===== src/bdm_consts.svh =====
// Offsets, field positions, reset values and sizes for the banked data memory block.
`ifndef BDM_CONSTS_SVH
`define BDM_CONSTS_SVH

// Core register offsets, repeated at the head of every bank.
`define OFF_IND0    7'h00
`define OFF_IND1    7'h01
`define OFF_PCL     7'h02
`define OFF_STATUS  7'h03
`define OFF_PTR0L   7'h04
`define OFF_PTR0H   7'h05
`define OFF_PTR1L   7'h06
`define OFF_PTR1H   7'h07
`define OFF_BSR     7'h08
`define OFF_ACC     7'h09
`define OFF_PROGCTR_HIGH_LATCH  7'h0a
`define OFF_IRQ_CONTROL  7'h0b
`define OFF_CORE_HI 7'h0b

// RAM windows inside a bank.
`define OFF_GEN_LO  7'h20
`define OFF_GEN_HI  7'h6f
`define OFF_COM_LO  7'h70
`define GEN_SIZE    80
`define COM_SIZE    16
`define GEN_BANKS   4
`define GEN_IDX_W   9

// Address layout.
`define BANK_W      5
`define OFF_W       7
`define ADDR_W      12
`define PM_ADDR_W   15
`define PM_WORD_W   14
`define PM_SEL_BIT  15

// Implemented bit masks.
`define BSR_MASK    8'h1f
`define PROGCTR_HIGH_LATCH_MASK 8'h7f
`define IRQ_CONTROL_MASK 8'hc1

// Status bit positions and reset value.
`define ST_TO       4
`define ST_PD       3
`define ST_Z        2
`define ST_DC       1
`define ST_C        0
`define STAT_RST    5'h18

`endif


===== src/bdm_pkg.sv =====
// Types shared between the banked data memory block and its execution unit.
package bdm_pkg;

	// Operation requested by the execution unit.
	typedef enum logic [3:0] {
		OP_READ  = 4'h0,
		OP_WRITE = 4'h1,
		OP_MOVF  = 4'h2,
		OP_CLR   = 4'h3,
		OP_ADD   = 4'h4,
		OP_SUB   = 4'h5,
		OP_AND   = 4'h6,
		OP_IOR   = 4'h7,
		OP_XOR   = 4'h8,
		OP_RRF   = 4'h9,
		OP_RLF   = 4'ha
	} op_t;

	// One request, taken in a single cycle.
	typedef struct packed {
		logic       vld;
		op_t        op;
		logic       dest_acc;
		logic [6:0] off;
		logic [7:0] operand;
	} core_req_t;

	// Answer to a request.
	typedef struct packed {
		logic       vld;
		logic [7:0] data;
	} core_rsp_t;

	// Resolved location of a request.
	typedef struct packed {
		logic        pm;
		logic [14:0] pm_addr;
		logic [11:0] addr;
	} loc_t;

	// Sequencer states.
	typedef enum logic [1:0] {
		ST_EXEC   = 2'b01,
		ST_PMWAIT = 2'b10
	} seq_state_t;

endpackage


===== src/banked_data_memory_status.sv =====
// Banked data memory, pointer indirection and arithmetic status flags of the core.
`timescale 1ns/10ps
`include "bdm_consts.svh"

module banked_data_memory_status (
	// Clock and reset.
	input  wire logic                 clk_i,
	input  wire logic                 sys_rst_i,
	// Requests from the execution unit.
	input  wire bdm_pkg::core_req_t   req_i,
	output logic                      busy_o,
	output bdm_pkg::core_rsp_t        rsp_o,
	// Core events, one-cycle pulses.
	// They come from logic on the same clock, so they need no synchroniser.
	input  wire logic                 wdt_clear_i,
	input  wire logic                 sleep_i,
	input  wire logic                 wdt_timeout_i,
	// Program memory read port.
	// The word must be valid while the read strobe is high.
	output logic                      pm_rd_o,
	output logic [`PM_ADDR_W-1:0]     pm_addr_o,
	input  wire logic [`PM_WORD_W-1:0] pm_data_i,
	// Register views for the rest of the core.
	output logic [7:0]                status_o,
	output logic [7:0]                acc_o,
	output logic [`BANK_W-1:0]        bank_o
);
	import bdm_pkg::*;

	// Stored core registers.
	logic [15:0]         ptr_r [2];
	logic [7:0]          pcl_r;
	logic [7:0]          progctr_high_latch_r;
	logic [7:0]          irq_control_r;
	logic [4:0]          stat_r;
	seq_state_t          state_r;
	core_req_t           held_r;
	loc_t                held_loc_r;

	// General RAM for the first banks and the common RAM of all banks.
	// Only the first banks carry general RAM; the rest read zero and drop writes.
	logic [7:0]          gen_ram_r [`GEN_BANKS*`GEN_SIZE];
	logic [7:0]          com_ram_r [`COM_SIZE];

	// Execute stage signals.
	core_req_t           cur;
	loc_t                loc;
	logic                take;
	logic                start_pm;
	logic                go;
	logic [7:0]          src;
	logic [7:0]          res;
	logic [7:0]          opb;
	logic                cin;
	logic [8:0]          sum;
	logic [4:0]          nib;
	logic [2:0]          aff;
	logic                new_c;
	logic                new_dc;
	logic                wr_en;
	logic [11:0]         wr_addr;
	logic                stat_wr;
	logic [2:0]          flags_nxt;
	logic [2:0]          aff_go;
	logic                flag_wr;

	// True when an address falls in a general RAM bank that is built.
	// Banks above the built ones behave like the peripheral area: zero on read.
	function automatic logic in_gen(input logic [11:0] a);
		in_gen = (a[6:0] >= `OFF_GEN_LO) && (a[6:0] <= `OFF_GEN_HI) &&
			(a[11:7] < 5'(`GEN_BANKS));
	endfunction

	// Flat index into general RAM: bank times window size plus offset.
	function automatic logic [`GEN_IDX_W-1:0] gen_idx(input logic [11:0] a);
		gen_idx = `GEN_IDX_W'(a[11:7]) * `GEN_IDX_W'(`GEN_SIZE) +
			`GEN_IDX_W'(a[6:0] - `OFF_GEN_LO);
	endfunction

	// Maps a request offset to a data or program location.
	// Both indirect ports share one decode; the low offset bit picks the pointer.
	// A pointer that aims back at an indirect port reads zero and writes nothing.
	function automatic loc_t resolve(input logic [6:0] off);
		loc_t l;
		logic [15:0] p;
		p = ptr_r[off[0]];
		l.pm = 1'b0;
		l.pm_addr = p[14:0];
		l.addr = {bank_o, off};
		if (off == `OFF_IND0 || off == `OFF_IND1) begin
			l.addr = p[11:0];
			l.pm = p[`PM_SEL_BIT];
		end
		resolve = l;
	endfunction

	// Read of one data location; only the offset picks core registers.
	// Status reads the stored flags, not the registered view that lags a cycle.
	function automatic logic [7:0] read_loc(input logic [11:0] a);
		logic [7:0] d;
		d = 8'h00;
		case (a[6:0])
			`OFF_PCL:    d = pcl_r;
			`OFF_STATUS: d = {3'h0, stat_r};
			`OFF_PTR0L:  d = ptr_r[0][7:0];
			`OFF_PTR0H:  d = ptr_r[0][15:8];
			`OFF_PTR1L:  d = ptr_r[1][7:0];
			`OFF_PTR1H:  d = ptr_r[1][15:8];
			`OFF_BSR:    d = {3'h0, bank_o};
			`OFF_ACC:    d = acc_o;
			`OFF_PROGCTR_HIGH_LATCH: d = progctr_high_latch_r;
			`OFF_IRQ_CONTROL: d = irq_control_r;
			default: begin
				if (a[6:0] >= `OFF_COM_LO) begin
					d = com_ram_r[a[3:0]];
				end else if (in_gen(a)) begin
					d = gen_ram_r[gen_idx(a)];
				end
			end
		endcase
		read_loc = d;
	endfunction

	// Request selection: a waiting program read finishes with the held request.
	// While the word is fetched the request lines are ignored, so the partner may
	// already move them without disturbing the access in flight.
	always_comb begin
		cur = (state_r == ST_PMWAIT) ? held_r : req_i;
		loc = (state_r == ST_PMWAIT) ? held_loc_r : resolve(req_i.off);
		take = req_i.vld && (state_r == ST_EXEC);
		// Pure writes never read, so they need no program fetch.
		start_pm = take && loc.pm && (req_i.op != OP_WRITE) && (req_i.op != OP_CLR);
		go = (state_r == ST_PMWAIT) || (take && !start_pm);
		// Only the low byte of the program word reaches the datapath.
		src = (state_r == ST_PMWAIT) ? pm_data_i[7:0] : read_loc(loc.addr);
	end

	// Arithmetic and flag computation.
	// Subtraction adds the inverted accumulator plus one, so both carries come out
	// as not-borrow with no extra logic.
	always_comb begin
		opb = (cur.op == OP_SUB) ? ~acc_o : acc_o;
		cin = (cur.op == OP_SUB);
		sum = {1'b0, src} + {1'b0, opb} + {8'h00, cin};
		nib = {1'b0, src[3:0]} + {1'b0, opb[3:0]} + {4'h0, cin};
		res = src;
		aff = 3'b000;
		new_c = stat_r[`ST_C];
		new_dc = stat_r[`ST_DC];
		case (cur.op)
			OP_WRITE: begin
				res = cur.operand;
			end
			OP_MOVF: begin
				aff = 3'b100;
			end
			OP_CLR: begin
				res = 8'h00;
				aff = 3'b100;
			end
			OP_ADD, OP_SUB: begin
				res = sum[7:0];
				aff = 3'b111;
				new_c = sum[8];
				new_dc = nib[4];
			end
			OP_AND: begin
				res = src & acc_o;
				aff = 3'b100;
			end
			OP_IOR: begin
				res = src | acc_o;
				aff = 3'b100;
			end
			OP_XOR: begin
				res = src ^ acc_o;
				aff = 3'b100;
			end
			OP_RRF: begin
				res = {stat_r[`ST_C], src[7:1]};
				aff = 3'b001;
				new_c = src[0];
			end
			OP_RLF: begin
				res = {src[6:0], stat_r[`ST_C]};
				aff = 3'b001;
				new_c = src[7];
			end
			default: begin
				res = src;
			end
		endcase
	end

	// Destination and status write steering.
	// Flags move only when a request executes: between requests the request lines
	// may still carry an old op, and that must not recompute anything.
	// An op that computes any flag blocks the software write to all three, so the
	// flags that it leaves alone keep their value rather than take the written bits.
	always_comb begin
		wr_addr = cur.dest_acc ? {bank_o, `OFF_ACC} : loc.addr;
		// A file destination in program memory is never written.
		wr_en = go && (cur.op != OP_READ) && !(loc.pm && !cur.dest_acc);
		aff_go = go ? aff : 3'b000;
		stat_wr = wr_en && (wr_addr[6:0] == `OFF_STATUS);
		flag_wr = stat_wr && (aff_go == 3'b000);
		// Flags an op affects take the computed value; plain writes set all three.
		flags_nxt[2] = aff_go[2] ? (res == 8'h00) :
			(flag_wr ? res[`ST_Z] : stat_r[`ST_Z]);
		flags_nxt[1] = aff_go[1] ? new_dc : (flag_wr ? res[`ST_DC] : stat_r[`ST_DC]);
		flags_nxt[0] = aff_go[0] ? new_c : (flag_wr ? res[`ST_C] : stat_r[`ST_C]);
	end

	// Status register: software reaches only the low three flags.
	// The two reset flags are steered apart from the arithmetic ones, so no write
	// to the status register can ever reach them.
	always_ff @(posedge clk_i or posedge sys_rst_i) begin
		if (sys_rst_i) begin
			stat_r <= `STAT_RST;
		end else begin
			stat_r[2:0] <= flags_nxt;
			// Expiry and powerdown move only on core events, never on writes.
			if (wdt_clear_i) begin
				stat_r[`ST_TO] <= 1'b1;
				stat_r[`ST_PD] <= 1'b1;
			end else if (sleep_i) begin
				stat_r[`ST_TO] <= 1'b1;
				stat_r[`ST_PD] <= 1'b0;
			end
			// A time-out is the last word so a clear in the same cycle cannot hide it.
			if (wdt_timeout_i) begin
				stat_r[`ST_TO] <= 1'b0;
			end
		end
	end

	// Status view follows the stored flags with the unbuilt bits at zero.
	always_ff @(posedge clk_i or posedge sys_rst_i) begin
		if (sys_rst_i) begin
			status_o <= {3'h0, `STAT_RST};
		end else begin
			status_o <= {3'h0, stat_r};
		end
	end

	// Pointer pairs, one per indirect port.
	// They reset to zero, so both ports first aim at an indirect port and read zero
	// until software loads them.
	for (genvar k = 0; k < 2; k++) begin : g_ptr
		always_ff @(posedge clk_i or posedge sys_rst_i) begin
			if (sys_rst_i) begin
				ptr_r[k] <= 16'h0000;
			end else if (wr_en && wr_addr[6:0] == `OFF_PTR0L + 7'(2 * k)) begin
				ptr_r[k][7:0] <= res;
			end else if (wr_en && wr_addr[6:0] == `OFF_PTR0H + 7'(2 * k)) begin
				ptr_r[k][15:8] <= res;
			end
		end
	end

	// Remaining core registers; any bank's copy is the same register.
	// Unbuilt bits of the program counter latch and interrupt control stay zero.
	always_ff @(posedge clk_i or posedge sys_rst_i) begin
		if (sys_rst_i) begin
			pcl_r <= 8'h00;
			progctr_high_latch_r <= 8'h00;
			irq_control_r <= 8'h00;
			bank_o <= 5'h00;
			acc_o <= 8'h00;
		end else if (wr_en) begin
			case (wr_addr[6:0])
				`OFF_PCL:    pcl_r <= res;
				`OFF_BSR:    bank_o <= res[4:0];
				`OFF_ACC:    acc_o <= res;
				`OFF_PROGCTR_HIGH_LATCH: progctr_high_latch_r <= res & `PROGCTR_HIGH_LATCH_MASK;
				`OFF_IRQ_CONTROL: irq_control_r <= res & `IRQ_CONTROL_MASK;
				default: begin
					acc_o <= acc_o;
				end
			endcase
		end
	end

	// RAM storage carries no reset, as real RAM powers up unknown.
	// A write into an unbuilt bank is dropped, never folded into a built one.
	always_ff @(posedge clk_i) begin
		if (wr_en && wr_addr[6:0] >= `OFF_COM_LO) begin
			com_ram_r[wr_addr[3:0]] <= res;
		end
		if (wr_en && in_gen(wr_addr)) begin
			gen_ram_r[gen_idx(wr_addr)] <= res;
		end
	end

	// Sequencer: a program read holds the request for one extra cycle.
	// The address leaves on a flop and the word comes back within that cycle, so
	// the fetch costs exactly one cycle and no more.
	always_ff @(posedge clk_i or posedge sys_rst_i) begin
		if (sys_rst_i) begin
			state_r <= ST_EXEC;
			busy_o <= 1'b0;
			pm_rd_o <= 1'b0;
			pm_addr_o <= 15'h0000;
		end else begin
			case (state_r)
				ST_EXEC: begin
					if (start_pm) begin
						state_r <= ST_PMWAIT;
						busy_o <= 1'b1;
						pm_rd_o <= 1'b1;
						pm_addr_o <= loc.pm_addr;
					end
				end
				ST_PMWAIT: begin
					state_r <= ST_EXEC;
					busy_o <= 1'b0;
					pm_rd_o <= 1'b0;
				end
				default: begin
					state_r <= ST_EXEC;
					busy_o <= 1'b0;
					pm_rd_o <= 1'b0;
				end
			endcase
		end
	end

	// Held request while the program word is fetched.
	// The resolved location is kept too, so a pointer change cannot move it.
	always_ff @(posedge clk_i or posedge sys_rst_i) begin
		if (sys_rst_i) begin
			held_r <= '0;
			held_loc_r <= '0;
		end else if (start_pm) begin
			held_r <= req_i;
			held_loc_r <= loc;
		end
	end

	// Answer: the operation result, one cycle after it executes.
	// Data holds between answers so the partner may pick it up late.
	always_ff @(posedge clk_i or posedge sys_rst_i) begin
		if (sys_rst_i) begin
			rsp_o <= '0;
		end else begin
			rsp_o.vld <= go;
			rsp_o.data <= go ? res : rsp_o.data;
		end
	end

endmodule


===== config.mk =====
export PLATFORM = sky130hd
export DESIGN_NAME = banked_data_memory_status
export DESIGN_NICKNAME = d
export VERILOG_FILES = /design/src/bdm_pkg.sv /design/src/banked_data_memory_status.sv
export VERILOG_INCLUDE_DIRS = /design/src /design/src/src
export SDC_FILE = /design/constraint.sdc
export NUM_CORES = 2
export LEC_CHECK = 0
export BUFFER_PORTS_ARGS = -buffer_cell sky130_fd_sc_hd__buf_2
export CELL_PAD_IN_SITES_DETAIL_PLACEMENT = 1
export CELL_PAD_IN_SITES_GLOBAL_PLACEMENT = 1
export CORE_MARGIN = 2
export CORE_UTILIZATION = 35
export CTS_BUF_LIST = sky130_fd_sc_hd__clkbuf_4 sky130_fd_sc_hd__clkbuf_8
export DETAILED_ROUTE_END_ITERATION = 12
export PLACE_DENSITY_LB_ADDON = 0.1
export SLEW_MARGIN = 20
export SYNTH_ARGS = -nofsm -noshare
export SYNTH_HDL_FRONTEND = slang
export SYNTH_SLANG_ARGS = --single-unit

===== constraint.sdc =====
create_clock -name clk_i -period 29.7 [get_ports clk_i]
set_input_delay 4.455 -clock clk_i [delete_from_list [all_inputs] [get_ports clk_i]]
set_output_delay 4.455 -clock clk_i [all_outputs]
set_load 0.01 [all_outputs]

# == Word-level counts from Yosys, hierarchy flattened ==
# Memory sizes are Yosys's and may differ from the RTL's.
# Index checks and enable logic that the tools add are counted.
# W data, S select, Z words.
# totals
wordCells,175
inputBits,40
mem_count,2
ramBits,2688
out_inout_bits,47
register_bits,148
# memory_table
memory,words,width,rd,rd_clocked_by_memory_dff,write_ports,line,text
gen_ram_r,320,8,1,0,1,banked_data_memory_status.sv:42,logic [7:0] gen_ram_r [`GEN_BANKS*`GEN_SIZE];
com_ram_r,16,8,1,0,1,banked_data_memory_status.sv:43,logic [7:0] com_ram_r [`COM_SIZE];
# classes
order_cmp,9
mul,2
n_addsub,8
mux,35
n_eq_ne,38
bitwise,7
reduce_logical,47
# ops
cell,count
$pmux W8 S10,1
$pmux W8 S8,1
$eq A7 B3 Y1 const B,8
$eq A7 B4 Y1 const B,8
$mux W16,3
$mux W8,4
$eq A7 B2 Y1 const B,4
$mux W28,1
$mux W12,2
$logic_and A1 B1 Y1,20
$mux W20,1
$reduce_and A2 Y1,10
$add A9 B9 Y9,2
$eq A4 B3 Y1 const B,4
$sub A7 B6 Y8 const B,2
$mux W1,15
$ge A7 B6 Y1 const B,2
$ge A7 B7 Y1 const B,2
$le A7 B7 Y1 const B,2
$eq A4 B4 Y1 const B,3
$lt A5 B3 Y1 const B,2
$mul A5 B3 Y5 const B,2
$add A8 B8 Y9,1
$add A9 B1 Y9,1
32 further kinds,45

# == Logic depth before layout (Yosys ltp) ==
# depth
depth_word,18
depth_mapped,37
ltp_nobuf,31

# == Worst setup path after synthesis ==
# No wires, ideal clock.
# synth_timing
kind,input port to flip-flop
startpoint,input port req_i[12] (netlist name)
endpoint,"memory com_ram_r[0][6], data pin"
n_path_buf,1
arrival_time_ns,17.749
slack_ns,10.139
cell_stages,27
setup_ns,1.812
cell_sequence,nor4_1 > clkbuf_1 > nand2_1 > nor2_1 > a21oi_1 > o21ai_0 > ha_1 > ha_1 > ha_1 > a21oi_1 > xnor2_1 > xnor2_1 > xnor2_1 > o211ai_1 > o311a_1 > o31ai_1 > nand2_1 > o21ai_0 > ha_1 > o21ai_0 > nand2b_1 > a21o_1 > a21o_1 > xnor2_1 > o221ai_1 > a221oi_2 > nor2_1
# synth_rtl
element,line,text
start: declaration,banked_data_memory_status.sv:10,"input wire bdm_pkg::core_req_t req_i,"
end: declaration,banked_data_memory_status.sv:43,

# == Final worst setup path ==
# layout_timing
startpoint,input port req_i[8] (netlist name)
endpoint,"memory gen_ram_r[248][6], data pin"
# layout_via
elab_chain_len,16
word_cells_on_any_way,40
cone_classes,4 x add/sub; 1 x mul; 4 x order compare; 11 x eq/ne; 10 x mux; 4 x bitwise; 4 x reduce/logical; 2 x memory
# layout_lines
element,line,text
$not A1 Y2 (implied by the code),banked_data_memory_status.sv:86,p = ptr_r[off[0]];
$mux W16 (implied by the code) (3 in a row),banked_data_memory_status.sv:86,
$mux W12 *,banked_data_memory_status.sv:90,if (off == `OFF_IND0 || off == `OFF_IND1) begin
$mux W28 *,banked_data_memory_status.sv:129,loc = (state_r == ST_PMWAIT) ? held_loc_r : resolve(req_i.off);
$mul A5 B3 Y5 (no line) (tied with other cells),--,
$add A9 B9 Y9 (no line) or $logic_and A1 B1 Y1 (tied branches),--,
$mem_v2 Z320 W8 or $logic_and A1 B1 Y1 (tied branches),--,
$mux W8,banked_data_memory_status.sv:116,end else if (in_gen(a)) begin
$mux W8,banked_data_memory_status.sv:114,if (a[6:0] >= `OFF_COM_LO) begin
$pmux W8 S10 *,banked_data_memory_status.sv:102,case (a[6:0])
$mux W8 *,banked_data_memory_status.sv:135,src = (state_r == ST_PMWAIT) ? pm_data_i[7:0] : read_loc(loc.addr);
$add A8 B8 Y9,banked_data_memory_status.sv:144,"sum = {1'b0, src} + {1'b0, opb} + {8'h00, cin};"
$add A9 B1 Y9,banked_data_memory_status.sv:144,
$pmux W8 S8 *,banked_data_memory_status.sv:150,case (cur.op)
via res[6],banked_data_memory_status.sv:52,logic [7:0] res;
end: declaration,banked_data_memory_status.sv:42,
# The timed path passes the listed nets; every way through them passes the cells marked *. The select of a mux whose other input is x is not followed.

==> impl_metrics.csv <==
group,metric,value,unit
run_status,status,"finished clean",
critical_path,crit_end,"gen_ram_r[248][6]$_DFFE_PP_",
timing,holdWs,0.396,ns
detailed_routing,drt-total-wl,483,mm
detailed_routing,drc,0,
power,p_int,7100,uW
logic_synthesis,synth_area,0.117,sq mm
critical_path,cp_max_fo,81,
flow_run,maxCapViolations,0,
logic_synthesis,ys_types,99,
critical_path,r2r_end,"gen_ram_r[248][6]$_DFFE_PP_",
min_path,hold_class,"reg2reg",
grt,antenna_found_initial,46,
die,die_w,582,microns
detailed_routing,vias_per_cell,5.95,
die,dieArea,0.338,sq mm
die,core_region_area,0.333,sq mm
grt,grt_pass1_wl,666,mm
power,p_comb_frac,0.184,
power,powerDensity,78.7,mW/mm^2
grt,overflow,0,
critical_path,endpoint_kind,"flop",
placement,port_buffers,77,
power,netSwitchingFraction,0.318,
cts,htreeDepth,6,
timing,clock.fmax,58.3,MHz
power,ir_drop,0.0665,mV
die,io_pins,87,
timing,hold_viol,0,
logic_synthesis,ys_seq_elements,2821,
critical_path,r2r_setup_slack,15.89,ns
critical_path,slowest_stage,"buf_4",
placement,dpl.hpwl,285,mm
critical_path,path_common_cell,"buf_4",
detailed_routing,post_drt_wl_per_cell,35.5,microns
critical_path,worst_ep_arrival_time,17.97,ns
cts,cts_root_buffer,"clkbuf_8",
timing,tightest_slew,1.28,ns
cells_and_area,multiInputGateArea,0.0301,sq mm
detailed_routing,dr.pass1.iters,5,
detailed_routing,detail-route-antenna-nets,0,
logic_synthesis,seq_area_frac_synth,0.720,
power,seqPwrFrac,0.467,
cts,path_clk_slew,0.05,ns
cts,cts.sinks,2821,
cts,cts_made_buffers,518,
cells_and_area,finish.utilization,0.397,
cts,insertion_delay,1.20,ns
cells_and_area,area.sequential,0.0841,sq mm
critical_path,crit_path_max_incr_delay,0.90,ns
critical_path,crit_path_start,"req_i[8]",
critical_path,r2r_cells,30,
cts,cts_tree,"yes",
timing,maxSlewViolCount,0,
logic_synthesis,async_flop_share,0.0471,
critical_path,startpoint_type,"primary input",
critical_path,rr_startpoint,"state_r[0]$_DFFE_PP1P_",
cells_and_area,fillers,34300,
grt,grt_pass1_vias,80900,
grt,grt_max_degree,177,
detailed_routing,num_vias,81100,
detailed_routing,dr.first_iter.drc_count,9044,
min_path,hold_start,"stat_r[4]$_DFFE_PP1P_",
cells_and_area,drive_gt1_frac,0.144,
timing,layout_min_cycle_time,17.15,ns
critical_path,critPathKind,"in2reg",
timing,period_share,0.577,
timing,setup_viol,0,
logic_synthesis,ys.warnings.count,0,
cells_and_area,layout.nets,8951,
cts,cts_buffer_depth,4,
cts,postCtsHoldBufs,0,
timing,fin_worst_skew,0.0799,ns
timing,relSlewSlack,0.149,
die,rows,212,
grt,track_usage,0.279,
placement,place.gp.congestion,0.869,
power,switchingPower,3320,uW
logic_synthesis,syn_inst,8656,
logic_synthesis,synth.avg_cell_area,13.5,sq um
logic_synthesis,synth-edff-count,2688,
cts,ctsResizeCount,0,
die,start_util,0.351,
logic_synthesis,synth_ff_type,"edfxtp_1",
cells_and_area,area_growth,13.2,%
power,p_leak,0.0449,uW
cts,post-cts-setup-buffers,0,
critical_path,cp.required,30.52,ns
timing,rsz0062_at_grt,"false",
timing,tns,0,ns
die,die_h,582,microns
power,pwr-share-clk,0.348,
## flip-flops by register name, indices dropped and copies added, names as in the netlist
signal                count
gen_ram_r              2560
com_ram_r               128
ptr_r                    32
held_loc_r               21
pm_addr_o                15
held_r                   13
rsp_o                     9
acc_o                     8
pcl_r                     8
progctr_high_latch_r      7
bank_o                    5
stat_r                    5
status_o                  5
irq_control_r             3
pm_rd_o                   1
state_r                   1
## worst max-delay path: cells and delay by family
family / cells / cell delay [ns]
mux: 1 / 0.33
xor+xnor: 1 / 0.07
simple gates: 6 / 1.93
compound gates: 11 / 3.30
fa+ha+maj: 1 / 0.44
buf+inv: 11 / 6.69
## worst min path at each step
stage	endpoint	slack, ns	cells after the start
4_1_cts	status_o[4]$_DFF_PP1_	0.39	0
5_1_grt	status_o[4]$_DFF_PP1_	0.40	0
2_1_floorplan	status_o[3]$_DFF_PP1_	0.36	0
3_5_place_dp	status_o[4]$_DFF_PP1_	0.38	0
3_3_place_gp	status_o[4]$_DFF_PP1_	0.39	0
6_report	status_o[4]$_DFF_PP1_	0.40	0
## per-layer routing
| layer | up-vias | global-route usage | share of wire |
|---|---|---|---|
| met5 | - | 0 | 0.00019 |
| met4 | 12 | 0.0931 | 0.035 |
| met3 | 774 | 0.0522 | 0.078 |
| met2 | 3446 | 0.436 | 0.46 |
| met1 | 43100 | 0.391 | 0.43 |
| li1 | 33700 | - | - |
## final cells by class
class                   count  area share
flip-flops and latches   2821       0.636
well taps                4387      0.0415
inverters                  48     0.00151
repair buffers            341      0.0202
multi-input cells        5137       0.227
clock inverters           149     0.00626
clock buffers             735      0.0672
diodes                     10    0.000189
## metrics by stage
step / setup slack [ns] / cells / instance area, sq um / total power, uW
after global routing: 12.22 / 13600 / 132000 / 10700
after CTS: 12.84 / 13600 / 132000 / 10400
after floorplan: 10.14 / 8658 / 117000 / 5840
after detailed placement: 11.56 / 12700 / 122000 / 6840
after global placement: 11.83 / 12700 / 122000 / 6800
final: 12.55 / 13600 / 132000 / 10400
## Yosys cell counts (128+ instances only)
library cell / instances / area (sq um)
nor2_1: 480 / 1800
edfxtp_1: 2688 / 80700
clkbuf_1: 290 / 1090
buf_2: 231 / 1160
nand2_1: 1589 / 5960
and3_1: 349 / 2180
mux2i_1: 210 / 2100
a31oi_1: 221 / 1380
o21ai_0: 169 / 846
a211oi_1: 332 / 2490
nand3_1: 410 / 2050
dfrtp_1: 128 / 3200
a21oi_1: 241 / 1210
## layout by cell type (no fill, tap or decap), types with 128 or more instances in the layout
master / count
mux2i_1: 209
clkbuf_8: 539
edfxtp_1: 2688
dfrtp_1: 128
buf_4: 240
and3_1: 349
nor2_1: 461
nand3_1: 405
clkbuf_4: 196
o21ai_0: 166
a211oi_1: 331
a21oi_1: 238
a31oi_1: 221
nand2_1: 1579
## power by group through the flow
stage | clock, uW | combinational [uW] | sequential, uW
2_1_floorplan | 0 | 773 | 5060
3_3_place_gp | 0 | 1850 | 4940
3_5_place_dp | 0 | 1890 | 4950
4_1_cts | 3690 | 1890 | 4860
5_1_grt | 3850 | 1970 | 4870
6_report | 3630 | 1920 | 4870
## cells by family after synthesis
group                    count (synthesis)  synth area share
other                                    1         0.0000321
AO/OA/AOI/OAI                         1692             0.103
buffers and inverters                  700            0.0271
AND/OR/NAND/NOR                       3090             0.118
adder cells (fa/ha/maj)                 44           0.00491
XOR/XNOR                                27           0.00203
flip-flops                            2821             0.720
multiplexers                           281            0.0254
Note: power is estimated with default switching activity, not from simulation.
